File: config.mk
export PLATFORM = sky130hd
export DESIGN_NAME = beac_dev_flat
export DESIGN_NICKNAME = d
export VERILOG_FILES = /design/src/beac_pkg.sv /design/src/beac_if.sv /design/src/beac_dev.sv /design/src/flat_wrapper.sv
export SDC_FILE = /design/constraint.sdc
export NUM_CORES = 2
export LEC_CHECK = 0
export BUFFER_PORTS_ARGS = -buffer_cell sky130_fd_sc_hd__buf_4
export CAP_MARGIN = 10
export CORE_MARGIN = 2
export CORE_UTILIZATION = 50
export CTS_CLUSTER_DIAMETER = 40
export DETAILED_ROUTE_END_ITERATION = 10
export PLACE_DENSITY = 0.68
export SLEW_MARGIN = 20
export SYNTH_ARGS = -nofsm -noshare
export SYNTH_HDL_FRONTEND = slang
export SYNTH_SLANG_ARGS = --single-unit
export TNS_END_PERCENT = 100
File: constraint.sdc
create_clock -name clock_i -period 6.4 [get_ports clock_i]
set_input_delay 0.32 -clock clock_i [delete_from_list [all_inputs] [get_ports clock_i]]
set_output_delay 0.32 -clock clock_i [all_outputs]
set_load 0.02 [all_outputs]
File: src/beac_pkg.sv
/*
  Package for the byte nonvolatile store access controller.
  Holds register indices, control field positions, mode codes and the
  programming times, shared by the device end and the host end.
  Assumes a 50 MHz system clock.
*/
`default_nettype none

package beac_pkg;

  // Register indices on the device's own I/O port.
  localparam logic [1:0] BEAC_IDX_ADDR = 2'h0;
  localparam logic [1:0] BEAC_IDX_DATA = 2'h1;
  localparam logic [1:0] BEAC_IDX_CTRL = 2'h2;

  // Control register field positions.
  localparam int BEAC_CTRL_READ  = 0;
  localparam int BEAC_CTRL_PROG  = 1;
  localparam int BEAC_CTRL_ARM   = 2;
  localparam int BEAC_CTRL_RIE   = 3;
  localparam int BEAC_CTRL_MODE0 = 4;
  localparam int BEAC_CTRL_MODE1 = 5;

  // Programming modes.
  localparam logic [1:0] BEAC_MODE_ERASE_WRITE = 2'h0;
  localparam logic [1:0] BEAC_MODE_ERASE_ONLY  = 2'h1;
  localparam logic [1:0] BEAC_MODE_WRITE_ONLY  = 2'h2;
  localparam logic [1:0] BEAC_MODE_RESERVED    = 2'h3;

  // Store geometry and values.
  localparam int         BEAC_DEPTH      = 128;
  localparam logic [7:0] BEAC_ERASED     = 8'hFF;
  localparam logic [7:0] BEAC_ADDR_MASK  = 8'h7F;
  localparam logic [7:0] BEAC_CTRL_MASK  = 8'h3F;

  // Timing: clock rate, times in microseconds, derived cycle counts.
  localparam int BEAC_CLK_HZ       = 50_000_000;
  localparam int BEAC_T_EW_US      = 3400;
  localparam int BEAC_T_SPLIT_US   = 1800;
  localparam int BEAC_EW_CYCLES    = BEAC_T_EW_US * (BEAC_CLK_HZ / 1_000_000);
  localparam int BEAC_SPLIT_CYCLES =
    BEAC_T_SPLIT_US * (BEAC_CLK_HZ / 1_000_000);
  localparam logic [2:0] BEAC_ARM_CYCLES   = 3'h4;
  localparam logic [2:0] BEAC_PROG_STALL   = 3'h2;
  localparam logic [2:0] BEAC_READ_STALL   = 3'h4;

  // Host command register offsets on APB.
  localparam logic [7:0] BEAC_APB_CMD    = 8'h00;
  localparam logic [7:0] BEAC_APB_WDATA  = 8'h04;
  localparam logic [7:0] BEAC_APB_STATUS = 8'h08;

  // Host command codes.
  localparam logic [1:0] BEAC_CMD_RD  = 2'h1;
  localparam logic [1:0] BEAC_CMD_WR  = 2'h2;

endpackage

`default_nettype wire

File: src/beac_if.sv
/*
  Interface joining the processor side (host) and the store controller.
  Assumes one clock shared by both ends; the host issues one register
  access at a time and honours the stall output.
*/
`default_nettype none

interface beac_if;
  logic       io_we;      // Register write strobe, one cycle.
  logic       io_re;      // Register read strobe, one cycle.
  logic [1:0] io_idx;     // Register index.
  logic [7:0] io_wdata;   // Write data.
  logic [7:0] io_rdata;   // Read data, valid the cycle after io_re.
  logic       stall;      // Processor must issue nothing while high.
  logic       gie;        // Global interrupt enable from the host command word.
  logic       irq;        // Level ready interrupt.

  modport dev (
    input  io_we, io_re, io_idx, io_wdata, gie,
    output io_rdata, stall, irq
  );
  modport host (
    output io_we, io_re, io_idx, io_wdata, gie,
    input  io_rdata, stall, irq
  );
endinterface

`default_nettype wire

File: src/beac_dev.sv
/*
  Byte nonvolatile store access controller, device end.
  Holds the address, data and control registers, the 128-byte store,
  the arm window, programming timer and processor stall.
  Assumes the host issues no access while stall is high and that the
  host treats io_rdata as valid one cycle after io_re.
*/
// Implementation choices: the placing of the registers and register access over APB.
// Functional notes
// - 128 bytes, linear addresses 0 to 127.
// - Address uses bits 6..0; bit 7 reads zero.
// - Software loads address before any access.
// - Data register feeds writes, receives read bytes.
// - Control bits 7 and 6 read zero.
// - Mode selects erase+write, erase, write, reserved.
// - Mode writes ignored while program strobe set.
// - Reset clears mode unless programming runs.
// - Ready interrupt held while enabled and idle.
// - Arm bit self-clears four cycles after set.
// - Program starts only within armed window.
// - Program strobe stays until time elapses.
// - Program strobe stalls processor two cycles.
// - Read fetches byte, stalls four cycles.
// - No reads or address changes while programming.
// - No new operation until current completes.
// - Write-only needs prior erase by software.
// - Software polls strobe before reading.
// - Programming timed by a calibrated clock; here the timer counts system clock cycles.
// - Programming survives reset to completion.
`default_nettype none

module beac_dev #(
  parameter int EW_CYCLES    = beac_pkg::BEAC_EW_CYCLES,
  parameter int SPLIT_CYCLES = beac_pkg::BEAC_SPLIT_CYCLES
) (
  input  wire logic clock_i,
  input  wire logic rst_b_i,
  beac_if.dev       bus
);
  import beac_pkg::*;

  typedef struct packed {
    logic [6:0]  addr;
    logic [7:0]  data;
    logic [1:0]  mode;
    logic        rie;
    logic        arm;
    logic [2:0]  arm_cnt;
    logic        prog;
    logic [1:0]  prog_mode;
    logic [6:0]  prog_addr;
    logic [7:0]  prog_data;
    logic [21:0] timer;
    logic [2:0]  stall_cnt;
    logic [7:0]  rdata;
    logic        irq;
    logic        stall;
  } beac_dev_state_t;

  // The registers live in two copies of the state struct; s_q merges them.
  beac_dev_state_t s_q;            // Merged view of both register groups.
  beac_dev_state_t s_d;
  beac_dev_state_t r_q;            // Group cleared by reset.
  beac_dev_state_t e_q;            // Engine group that runs through reset.
  logic            boot_q = 1'b0;  // Power-up marker, clear until an edge.
  logic [7:0]      mem_q [BEAC_DEPTH];
  logic            commit;

  //////////////////////////////////////////////////////////////////////////
  // Next-state logic for the registers, arm window and timer.
  always_comb begin
    logic [7:0] ctrl_rd;
    ctrl_rd = 8'h00;
    s_d     = s_q;
    commit  = 1'b0;
    // Control read view: reserved bits stay zero.
    ctrl_rd[BEAC_CTRL_MODE1] = s_q.mode[1];
    ctrl_rd[BEAC_CTRL_MODE0] = s_q.mode[0];
    ctrl_rd[BEAC_CTRL_RIE]   = s_q.rie;
    ctrl_rd[BEAC_CTRL_ARM]   = s_q.arm;
    ctrl_rd[BEAC_CTRL_PROG]  = s_q.prog;
    // Arm window counts down and clears itself.
    if (s_q.arm) begin
      if (s_q.arm_cnt == 3'h1) begin
        s_d.arm = 1'b0;
      end
      s_d.arm_cnt = s_q.arm_cnt - 3'h1;
    end
    // Stall counter.
    if (s_q.stall_cnt != 3'h0) begin
      s_d.stall_cnt = s_q.stall_cnt - 3'h1;
    end
    // Programming timer, run at the system clock as the timing source.
    if (s_q.prog) begin
      if (s_q.timer == 22'h0) begin
        s_d.prog = 1'b0;
        commit   = (s_q.prog_mode != BEAC_MODE_RESERVED);
      end else begin
        s_d.timer = s_q.timer - 22'h1;
      end
    end
    // Register reads.
    if (bus.io_re) begin
      unique case (bus.io_idx)
        BEAC_IDX_ADDR: s_d.rdata = {1'b0, s_q.addr};
        BEAC_IDX_DATA: s_d.rdata = s_q.data;
        BEAC_IDX_CTRL: s_d.rdata = ctrl_rd;
        default:       s_d.rdata = 8'h00;
      endcase
    end
    // Register writes.
    if (bus.io_we) begin
      unique case (bus.io_idx)
        BEAC_IDX_ADDR: begin
          if (!s_q.prog) begin
            s_d.addr = bus.io_wdata[6:0];
          end
        end
        BEAC_IDX_DATA: s_d.data = bus.io_wdata;
        BEAC_IDX_CTRL: begin
          s_d.rie = bus.io_wdata[BEAC_CTRL_RIE];
          if (!s_q.prog) begin
            s_d.mode = bus.io_wdata[BEAC_CTRL_MODE1:BEAC_CTRL_MODE0];
          end
          if (bus.io_wdata[BEAC_CTRL_ARM] && !s_q.arm) begin
            s_d.arm     = 1'b1;
            s_d.arm_cnt = BEAC_ARM_CYCLES;
          end
          if (bus.io_wdata[BEAC_CTRL_PROG] && s_q.arm && !s_q.prog) begin
            s_d.prog      = 1'b1;
            s_d.prog_mode = s_q.mode;
            s_d.prog_addr = s_q.addr;
            s_d.prog_data = s_q.data;
            s_d.timer     = (s_q.mode == BEAC_MODE_ERASE_WRITE) ?
                            22'(EW_CYCLES - 1) : 22'(SPLIT_CYCLES - 1);
            s_d.arm       = 1'b0;
            s_d.stall_cnt = BEAC_PROG_STALL;
          end else if (bus.io_wdata[BEAC_CTRL_READ] && !s_q.prog) begin
            s_d.data      = mem_q[s_q.addr];
            s_d.stall_cnt = BEAC_READ_STALL;
          end
        end
        default: ;
      endcase
    end
    s_d.stall = (s_d.stall_cnt != 3'h0);
    s_d.irq   = s_q.rie && bus.gie && !s_d.prog;
  end

  //////////////////////////////////////////////////////////////////////////
  // Register group cleared by reset: address, data, arm window, stall
  // counter and the registered outputs. Engine fields of this copy are
  // loaded too but never read; the merged view takes them from e_q.
  always_ff @(posedge clock_i or negedge rst_b_i) begin
    if (!rst_b_i) begin
      r_q <= '0;
    end else begin
      r_q <= s_d;
    end
  end

  //////////////////////////////////////////////////////////////////////////
  // Programming engine and mode. They ignore reset while programming so that a running
  // operation completes; the timer and the store keep moving while reset
  // is low. The power-up marker forces them to a known idle state; reset while idle returns only the mode to erase plus write.
  always_ff @(posedge clock_i) begin
    boot_q <= 1'b1;
    e_q    <= s_d;
    if (!boot_q) begin
      e_q.prog <= 1'b0;
      e_q.mode <= BEAC_MODE_ERASE_WRITE;
    end else if (!rst_b_i && !s_q.prog) begin
      // Idle during reset: mode returns to erase plus write.
      e_q.mode <= BEAC_MODE_ERASE_WRITE;
    end
  end

  // Merged view of both groups, read by the next-state logic and store.
  always_comb begin
    s_q           = r_q;
    s_q.mode      = e_q.mode;
    s_q.prog      = e_q.prog;
    s_q.prog_mode = e_q.prog_mode;
    s_q.prog_addr = e_q.prog_addr;
    s_q.prog_data = e_q.prog_data;
    s_q.timer     = e_q.timer;
  end

  //////////////////////////////////////////////////////////////////////////
  // Store array: erase sets ones, write ANDs in new zeros.
  for (genvar i = 0; i < BEAC_DEPTH; i++) begin : g_cell
    always_ff @(posedge clock_i) begin
      if (commit && s_q.prog_addr == 7'(i)) begin
        unique case (s_q.prog_mode)
          BEAC_MODE_ERASE_WRITE: mem_q[i] <= s_q.prog_data;
          BEAC_MODE_ERASE_ONLY:  mem_q[i] <= BEAC_ERASED;
          BEAC_MODE_WRITE_ONLY:  mem_q[i] <= mem_q[i] & s_q.prog_data;
          default:               mem_q[i] <= mem_q[i];
        endcase
      end
    end
  end

  assign bus.io_rdata = r_q.rdata;
  assign bus.stall    = r_q.stall;
  assign bus.irq      = r_q.irq;

endmodule

`default_nettype wire

File: src/flat_wrapper.sv
// flat-port wrapper written by rule: the top's interface ports become plain ports
module beac_dev_flat import beac_pkg::*;
#(
  parameter int EW_CYCLES    = beac_pkg::BEAC_EW_CYCLES,
  parameter int SPLIT_CYCLES = beac_pkg::BEAC_SPLIT_CYCLES
)
  (clock_i, rst_b_i, bus_io_we, bus_io_re, bus_io_idx, bus_io_wdata, bus_gie, bus_io_rdata, bus_stall, bus_irq);
  beac_if bus_i ();
  input  wire logic clock_i;
  input  wire logic rst_b_i;
  input wire logic [$bits(bus_i.io_we)-1:0] bus_io_we;
  input wire logic [$bits(bus_i.io_re)-1:0] bus_io_re;
  input wire logic [$bits(bus_i.io_idx)-1:0] bus_io_idx;
  input wire logic [$bits(bus_i.io_wdata)-1:0] bus_io_wdata;
  input wire logic [$bits(bus_i.gie)-1:0] bus_gie;
  output wire logic [$bits(bus_i.io_rdata)-1:0] bus_io_rdata;
  output wire logic [$bits(bus_i.stall)-1:0] bus_stall;
  output wire logic [$bits(bus_i.irq)-1:0] bus_irq;
  assign bus_i.io_we = bus_io_we;
  assign bus_i.io_re = bus_io_re;
  assign bus_i.io_idx = bus_io_idx;
  assign bus_i.io_wdata = bus_io_wdata;
  assign bus_i.gie = bus_gie;
  assign bus_io_rdata = bus_i.io_rdata;
  assign bus_stall = bus_i.stall;
  assign bus_irq = bus_i.irq;
  beac_dev #(.EW_CYCLES(EW_CYCLES), .SPLIT_CYCLES(SPLIT_CYCLES)) u_core (.clock_i(clock_i), .rst_b_i(rst_b_i), .bus(bus_i));
endmodule
==> Yosys cells after proc, flatten, opt, wreduce, memory -nomap -nowiden <==
Memory sizes are Yosys's and may differ from the RTL's.
Index checks and enable logic that the tools add are counted.
{ "classes": {"n_addsub": 3, "n_eq_ne": 135, "mux": 1814, "bitwise": 513, "n_reduce_logical": 280} }
{ "ops": {"columns": ["cell", "count"], "rows": [
  ["$mux 8", 513],
  ["$mux 1", 1161],
  ["$and 8x8->8", 128],
  ["$reduce_or 8->1", 127],
  ["$mux 7", 127],
  ["$eq 7x7->1 const B", 64],
  ["$or 1x1->1", 384],
  ["$eq 7x6->1 const B", 32],
  ["$logic_and 1x1->1", 135],
  ["$eq 7x5->1 const B", 16],
  ["$mux 47", 2],
  ["$eq 7x4->1 const B", 8],
  ["$mux 22", 2],
  ["$mux 40", 1],
  ["$eq 7x3->1 const B", 4],
  ["$pmux 8 s3", 1],
  ["$logic_not 22->1", 1],
  ["$sub 22x1->22 const B", 1],
  ["$mux 18", 1],
  ["$pmux 8 s2", 1],
  ["$eq 7x2->1 const B", 2],
  ["$mux 3", 3],
  ["$reduce_and 3->1", 3],
  ["$mux 4", 2],
  ["other kinds (16)", 26]
]} }
{ "totals": {"ff_bits": 75, "ramBits": 1024, "inputBits": 15, "output_inout_bits": 10, "elab_cells": 2761, "memories": 1} }
{ "mem_list": {"columns": ["name", "words", "width", "rd", "rd_clocked_by_memory_dff", "write_ports", "line", "rtl"], "rows": [
  ["u_core.mem_q", 128, 8, 129, 0, 1, "beac_dev.sv:66", "logic [7:0] mem_q [BEAC_DEPTH];"]
]} }

==> Longest topological paths before layout <==
{ "logic_depth": {"word_depth": 137, "mapped_depth": 11} }

==> Worst setup path after synthesis <==
Ideal clock, no wire load.
{ "synth_path": {"path_type": "reg-to-reg", "start": "register u_core.e_q[28] (netlist name)", "end": "memory u_core.mem_q[49][0] (enable)", "arrival_time_ns": 2.508, "required_time_ns": 6.029, "slack_ns": 3.521, "stages_incl_launch_ff": 9, "path_buffers": 3, "period_less_slack_ns": 2.879, "cell_sequence": "dfxtp_1 > or4_1 > nor4_4 > and4_1 > buf_2 > buf_4 > buf_2 > nand2_1 > nor2_1"} }
{ "synth_via": {"elab_chain_cells": 137, "elab_cells_between_ends": 1920} }
{ "synth_lines": {"columns": ["item", "line", "rtl"], "rows": [
  ["from (decl)", "beac_dev.sv:64", "beac_dev_state_t e_q;"],
  ["$logic_not 22->1 (*)", "beac_dev.sv:95", "if (s_q.timer == 22'h0) begin"],
  ["$mux 1 (*)", "beac_dev.sv:95", null],
  ["$mux 1 (*)", "beac_dev.sv:94", "if (s_q.prog) begin"],
  ["$logic_and 1x1->1", "beac_dev.sv:193", "if (commit && s_q.prog_addr == 7'(i)) begin"],
  ["$mux 1", "beac_dev.sv:193", null],
  ["$mux 1 (on tied branches)", "beac_dev.sv:195, beac_dev.sv:196", null],
  ["$or 1x1->1 (no source line) (3 in a row)", null, null],
  ["$reduce_or 8->1 (no source line)", null, null],
  ["$mux 7 (no source line) / $mux 1 (equally long branches) (127 in a row)", null, null],
  ["to (decl)", "beac_dev.sv:66", null]
]} }
Every way passes the cells marked *; elsewhere a longest branch is shown, timed or not.

==> Worst setup path after layout <==
{ "layout_path": {"start": "register u_core.e_q[16] (netlist name)", "end": "memory u_core.mem_q[2][1] (data pin)"} }
{ "layout_via": {"elab_chain_cells": 137, "elab_cells_between_ends": 2172} }
{ "layout_lines": {"columns": ["item", "line"], "rows": [
  ["$logic_not 22->1 (*)", "beac_dev.sv:95"],
  ["$mux 1 (*)", "beac_dev.sv:95"],
  ["$mux 1 (*)", "beac_dev.sv:94"],
  ["$logic_and 1x1->1", "beac_dev.sv:193"],
  ["$mux 1", "beac_dev.sv:193"],
  ["$mux 1 (on tied branches)", "beac_dev.sv:195, beac_dev.sv:196"],
  ["$or 1x1->1 (no source line) (3 in a row)", null],
  ["$reduce_or 8->1 (no source line)", null],
  ["$mux 8 (no source line) (126 in a row)", null],
  ["$mux 8 (no source line) (*)", null]
]} }
Marked as above.

==> out/qor.txt <==
Die footprint -> 117700 um^2
Ports -> 25
GP Congestion -> 0.9381
Post-synth top flop -> edfxtp_1
Avg Inst Size Synth -> 9.788 um^2
CTS-repair resized insts -> 0
Worst-Margin Slew -> 1250 ps
Fmax -> 225.5 MHz
Crit end category -> register
Async SR Flop Fraction -> 0.03003
Unrepaired setup endpoints after global routing -> no
Clock-pin slew on the worst setup and hold paths -> 60 ps
Reg power frac -> 0.475
Combinational power share -> 0.010
Reg2Reg Depth -> 9
VDD IR max -> 0.0002102 V
Initial antenna violation count -> 3
Chip Width -> 343.1 um
#FFs+latches synth -> 1099
Data required, critical path -> 6900 ps
Final Cell Area -> 64260 um^2
Xor/xnor cell area share of the yosys netlist -> 0.002285
Site Rows -> 124
Hold Fails Final Rpt -> 0
Vias in the first global route -> 43710
Yosys top cell area share -> 0.5438
Setup TNS -> 0 ps
Area added between synthesis and finish -> 11.79%
Main combinational cell family by area after synthesis -> simple AND/OR/NAND/NOR gates
Syn nets -> 5899
Critical Path AT -> 4940 ps
Final net count -> 5847
Placed Area -> 59080 um^2
Minimum clock period -> 4435 ps
Register-to-register setup slack -> 1970 ps
Worst R2R Start -> u_core.e_q[16]
DR WL/cell -> 25.74 um
Post-Syn Instances -> 5873
P_leak -> 21.79 nW
Power per standard cell area -> 256.7 nW/um^2
Max_cap viols -> 0
Setup ws final -> 1965 ps
Yosys warnings -> 0
Reg2reg end -> u_core.mem_q[2][1]
Adder-Cell Fraction of Synth Area -> 0.002394
Post-synth top area cell -> edfxtp_1
Final setup fails -> 0
Final WL -> 192000 um
Net Sw Frac -> 0.2118
Drt pass-1 iters -> 6
Cts hold-fix bufs -> 12
Mapped Area -> 57480 um^2
Fin. max-slew vios -> 0
Most frequent cells in the layout -> nor2_1, edfxtp_1, mux4_2
Total CTS buffers -> 149
EDFF count, synth -> 1041
Chip height -> 343.1 um
Clock skew -> 30.02 ps
Clk_lat worst skew -> 760 ps
Post-Synth Simple-Gate Area -> 0.2693
CTS tree -> built
Startpoint Class -> register
Clock Power Share -> 0.515
HP Class -> input port to asynchronous set/reset pin
Largest net degree at the start of global routing -> 129
Status -> completed
Initial core utilization -> 0.5034
CTS H-tree lvls -> 4
Post-Place Setup Slack -> 2135 ps
Port Buffer Count -> 24
Clock root cell -> clkbuf_16
Worst-path fanout max -> 36
Synth top area cells -> edfxtp_1, nor2_1, mux4_2
DRC -> 0
Clk sinks -> 1099
Post-route ant nets -> 0
DR vias -> 46430
Relative slew slack -> 0.1646
Switching pwr -> 0.003494 W
Post-synth cell types -> 61
Commonest non-fill, non-tap cell in the layout -> nor2_1
Postcts setup bufs -> 0
Fraction of layout cells with a size suffix above 1 -> 0.1220
Core area -> 114200 um^2
Tcrit/Tclk final -> 0.6929
All-layer global routing usage -> 0.3220
Final HPWL DP -> 117800 um
First-pass GRT wire length -> 281800 um
Pint -> 0.01300 W
Clock Tree Buf Depth -> 3
Synth Area in Compound Gates -> 0.02947
Aggregate global routing overflow -> 0
Register area share after synthesis -> 0.5669
Drt initial violations -> 7464
Proportion of synthesized area in mux cells -> 0.1039
Vias per inst -> 6.223
CP Class -> register to register
Fillers -> 9657
Hold_ws -> 59.53 ps
## cells in the mapped netlist (6+ instances only)
| library cell | n |
|---|---|
| nor2_1 | 3307 |
| edfxtp_1 | 1041 |
| clkbuf_1 | 210 |
| mux4_2 | 184 |
| mux2i_1 | 148 |
| nand2_1 | 118 |
| nand4_1 | 97 |
| nor2_2 | 71 |
| a211oi_1 | 57 |
| o21ai_0 | 57 |
| a22oi_1 | 51 |
| nand4_2 | 48 |
| buf_1 | 47 |
| buf_2 | 46 |
| o22ai_1 | 46 |
| nand3_1 | 35 |
| dfrtp_1 | 33 |
| inv_1 | 33 |
| mux2_2 | 31 |
| dfxtp_1 | 25 |
| nor3_1 | 19 |
| buf_4 | 18 |
| a21oi_1 | 17 |
| xnor2_1 | 13 |
| ha_1 | 11 |
| nand4_4 | 9 |
| nor2b_1 | 9 |
| or3_1 | 9 |
| nor4_1 | 7 |
| and2_1 | 6 |
| nand3b_1 | 6 |
## power groups by stage
| stage | clock network, W | registers [W] | logic, W |
|---|---|---|---|
| after floorplan | 0 | 0.00797 | 0.000119 |
| after global placement | 0 | 0.00798 | 0.000148 |
| after detailed placement | 0 | 0.00798 | 0.000155 |
| after CTS | 0.00850 | 0.00783 | 0.000166 |
| after global routing | 0.00879 | 0.00784 | 0.000188 |
| final | 0.00849 | 0.00783 | 0.000165 |
## through the flow
step	instances	utilization	power (W)
after global routing	7456	0.5627	0.01681
after CTS	7455	0.5626	0.01650
after global placement	7169	0.5172	0.008128
final	7461	0.5628	0.01649
after detailed placement	7170	0.5174	0.008137
after floorplan	5873	-	0.008084
## sequential cells by signal, indices dropped and copies added (netlist names)
| signal | cells |
|---|---|
| u_core.bus.io_rdata | 8 |
| u_core.bus.irq | 1 |
| u_core.bus.stall | 1 |
| u_core.e_q | 42 |
| u_core.mem_q | 1024 |
| u_core.r_q | 23 |
## worst max-delay path by stage
stage | from | endpoint | slack, ps | depth (start not counted)
floorplan | u_core.e_q[28] | u_core.mem_q[49][0] | 3520 | 8
global placement | u_core.e_q[16] | u_core.mem_q[2][0] | 2230 | 9
detailed placement | u_core.e_q[16] | u_core.mem_q[2][4] | 2130 | 9
CTS | u_core.e_q[16] | u_core.mem_q[2][1] | 2120 | 9
global route | u_core.e_q[16] | u_core.mem_q[103][0] | 1840 | 9
finish | u_core.e_q[16] | u_core.mem_q[2][1] | 1970 | 9
## layout make-up
class	instances	area [um^2]	area share
flip-flops and latches	1099	32600	0.5072
multi-input cells	4417	23520	0.3660
clock buffers	174	3959	0.06160
well taps	1512	1892	0.02944
clock inverters	99	1089	0.01694
repair buffers	120	1064	0.01655
inverters	34	127.6	0.001986
diodes	6	15.01	0.0002336
## cell families after synthesis
| kind of cell | count (synthesis) |
|---|---|
| muxes | 363 |
| buffers and inverters | 357 |
| DFF | 1099 |
| and+or+nand+nor | 3772 |
| xor gates and xnor gates | 15 |
| AOI/OAI and AO/OA | 256 |
| adders and majority gates | 11 |
## per-layer routing
layer	global-route usage	part of all wire
met2	0.4764	0.43
met3	0.09009	0.14
met1	0.4277	0.37
met4	0.1831	0.066
met5	0	0.000057
## critical path, cell delays in order (launching register included)
cell and delay [ps]:
dfxtp_1 340, or4_4 590, nor4_4 140, buf_4 380, and4_4 670, buf_4 540
buf_4 600, nand4_1 530, nor2_1 240, nor2_1 70
(Power assumes the default switching activity.)
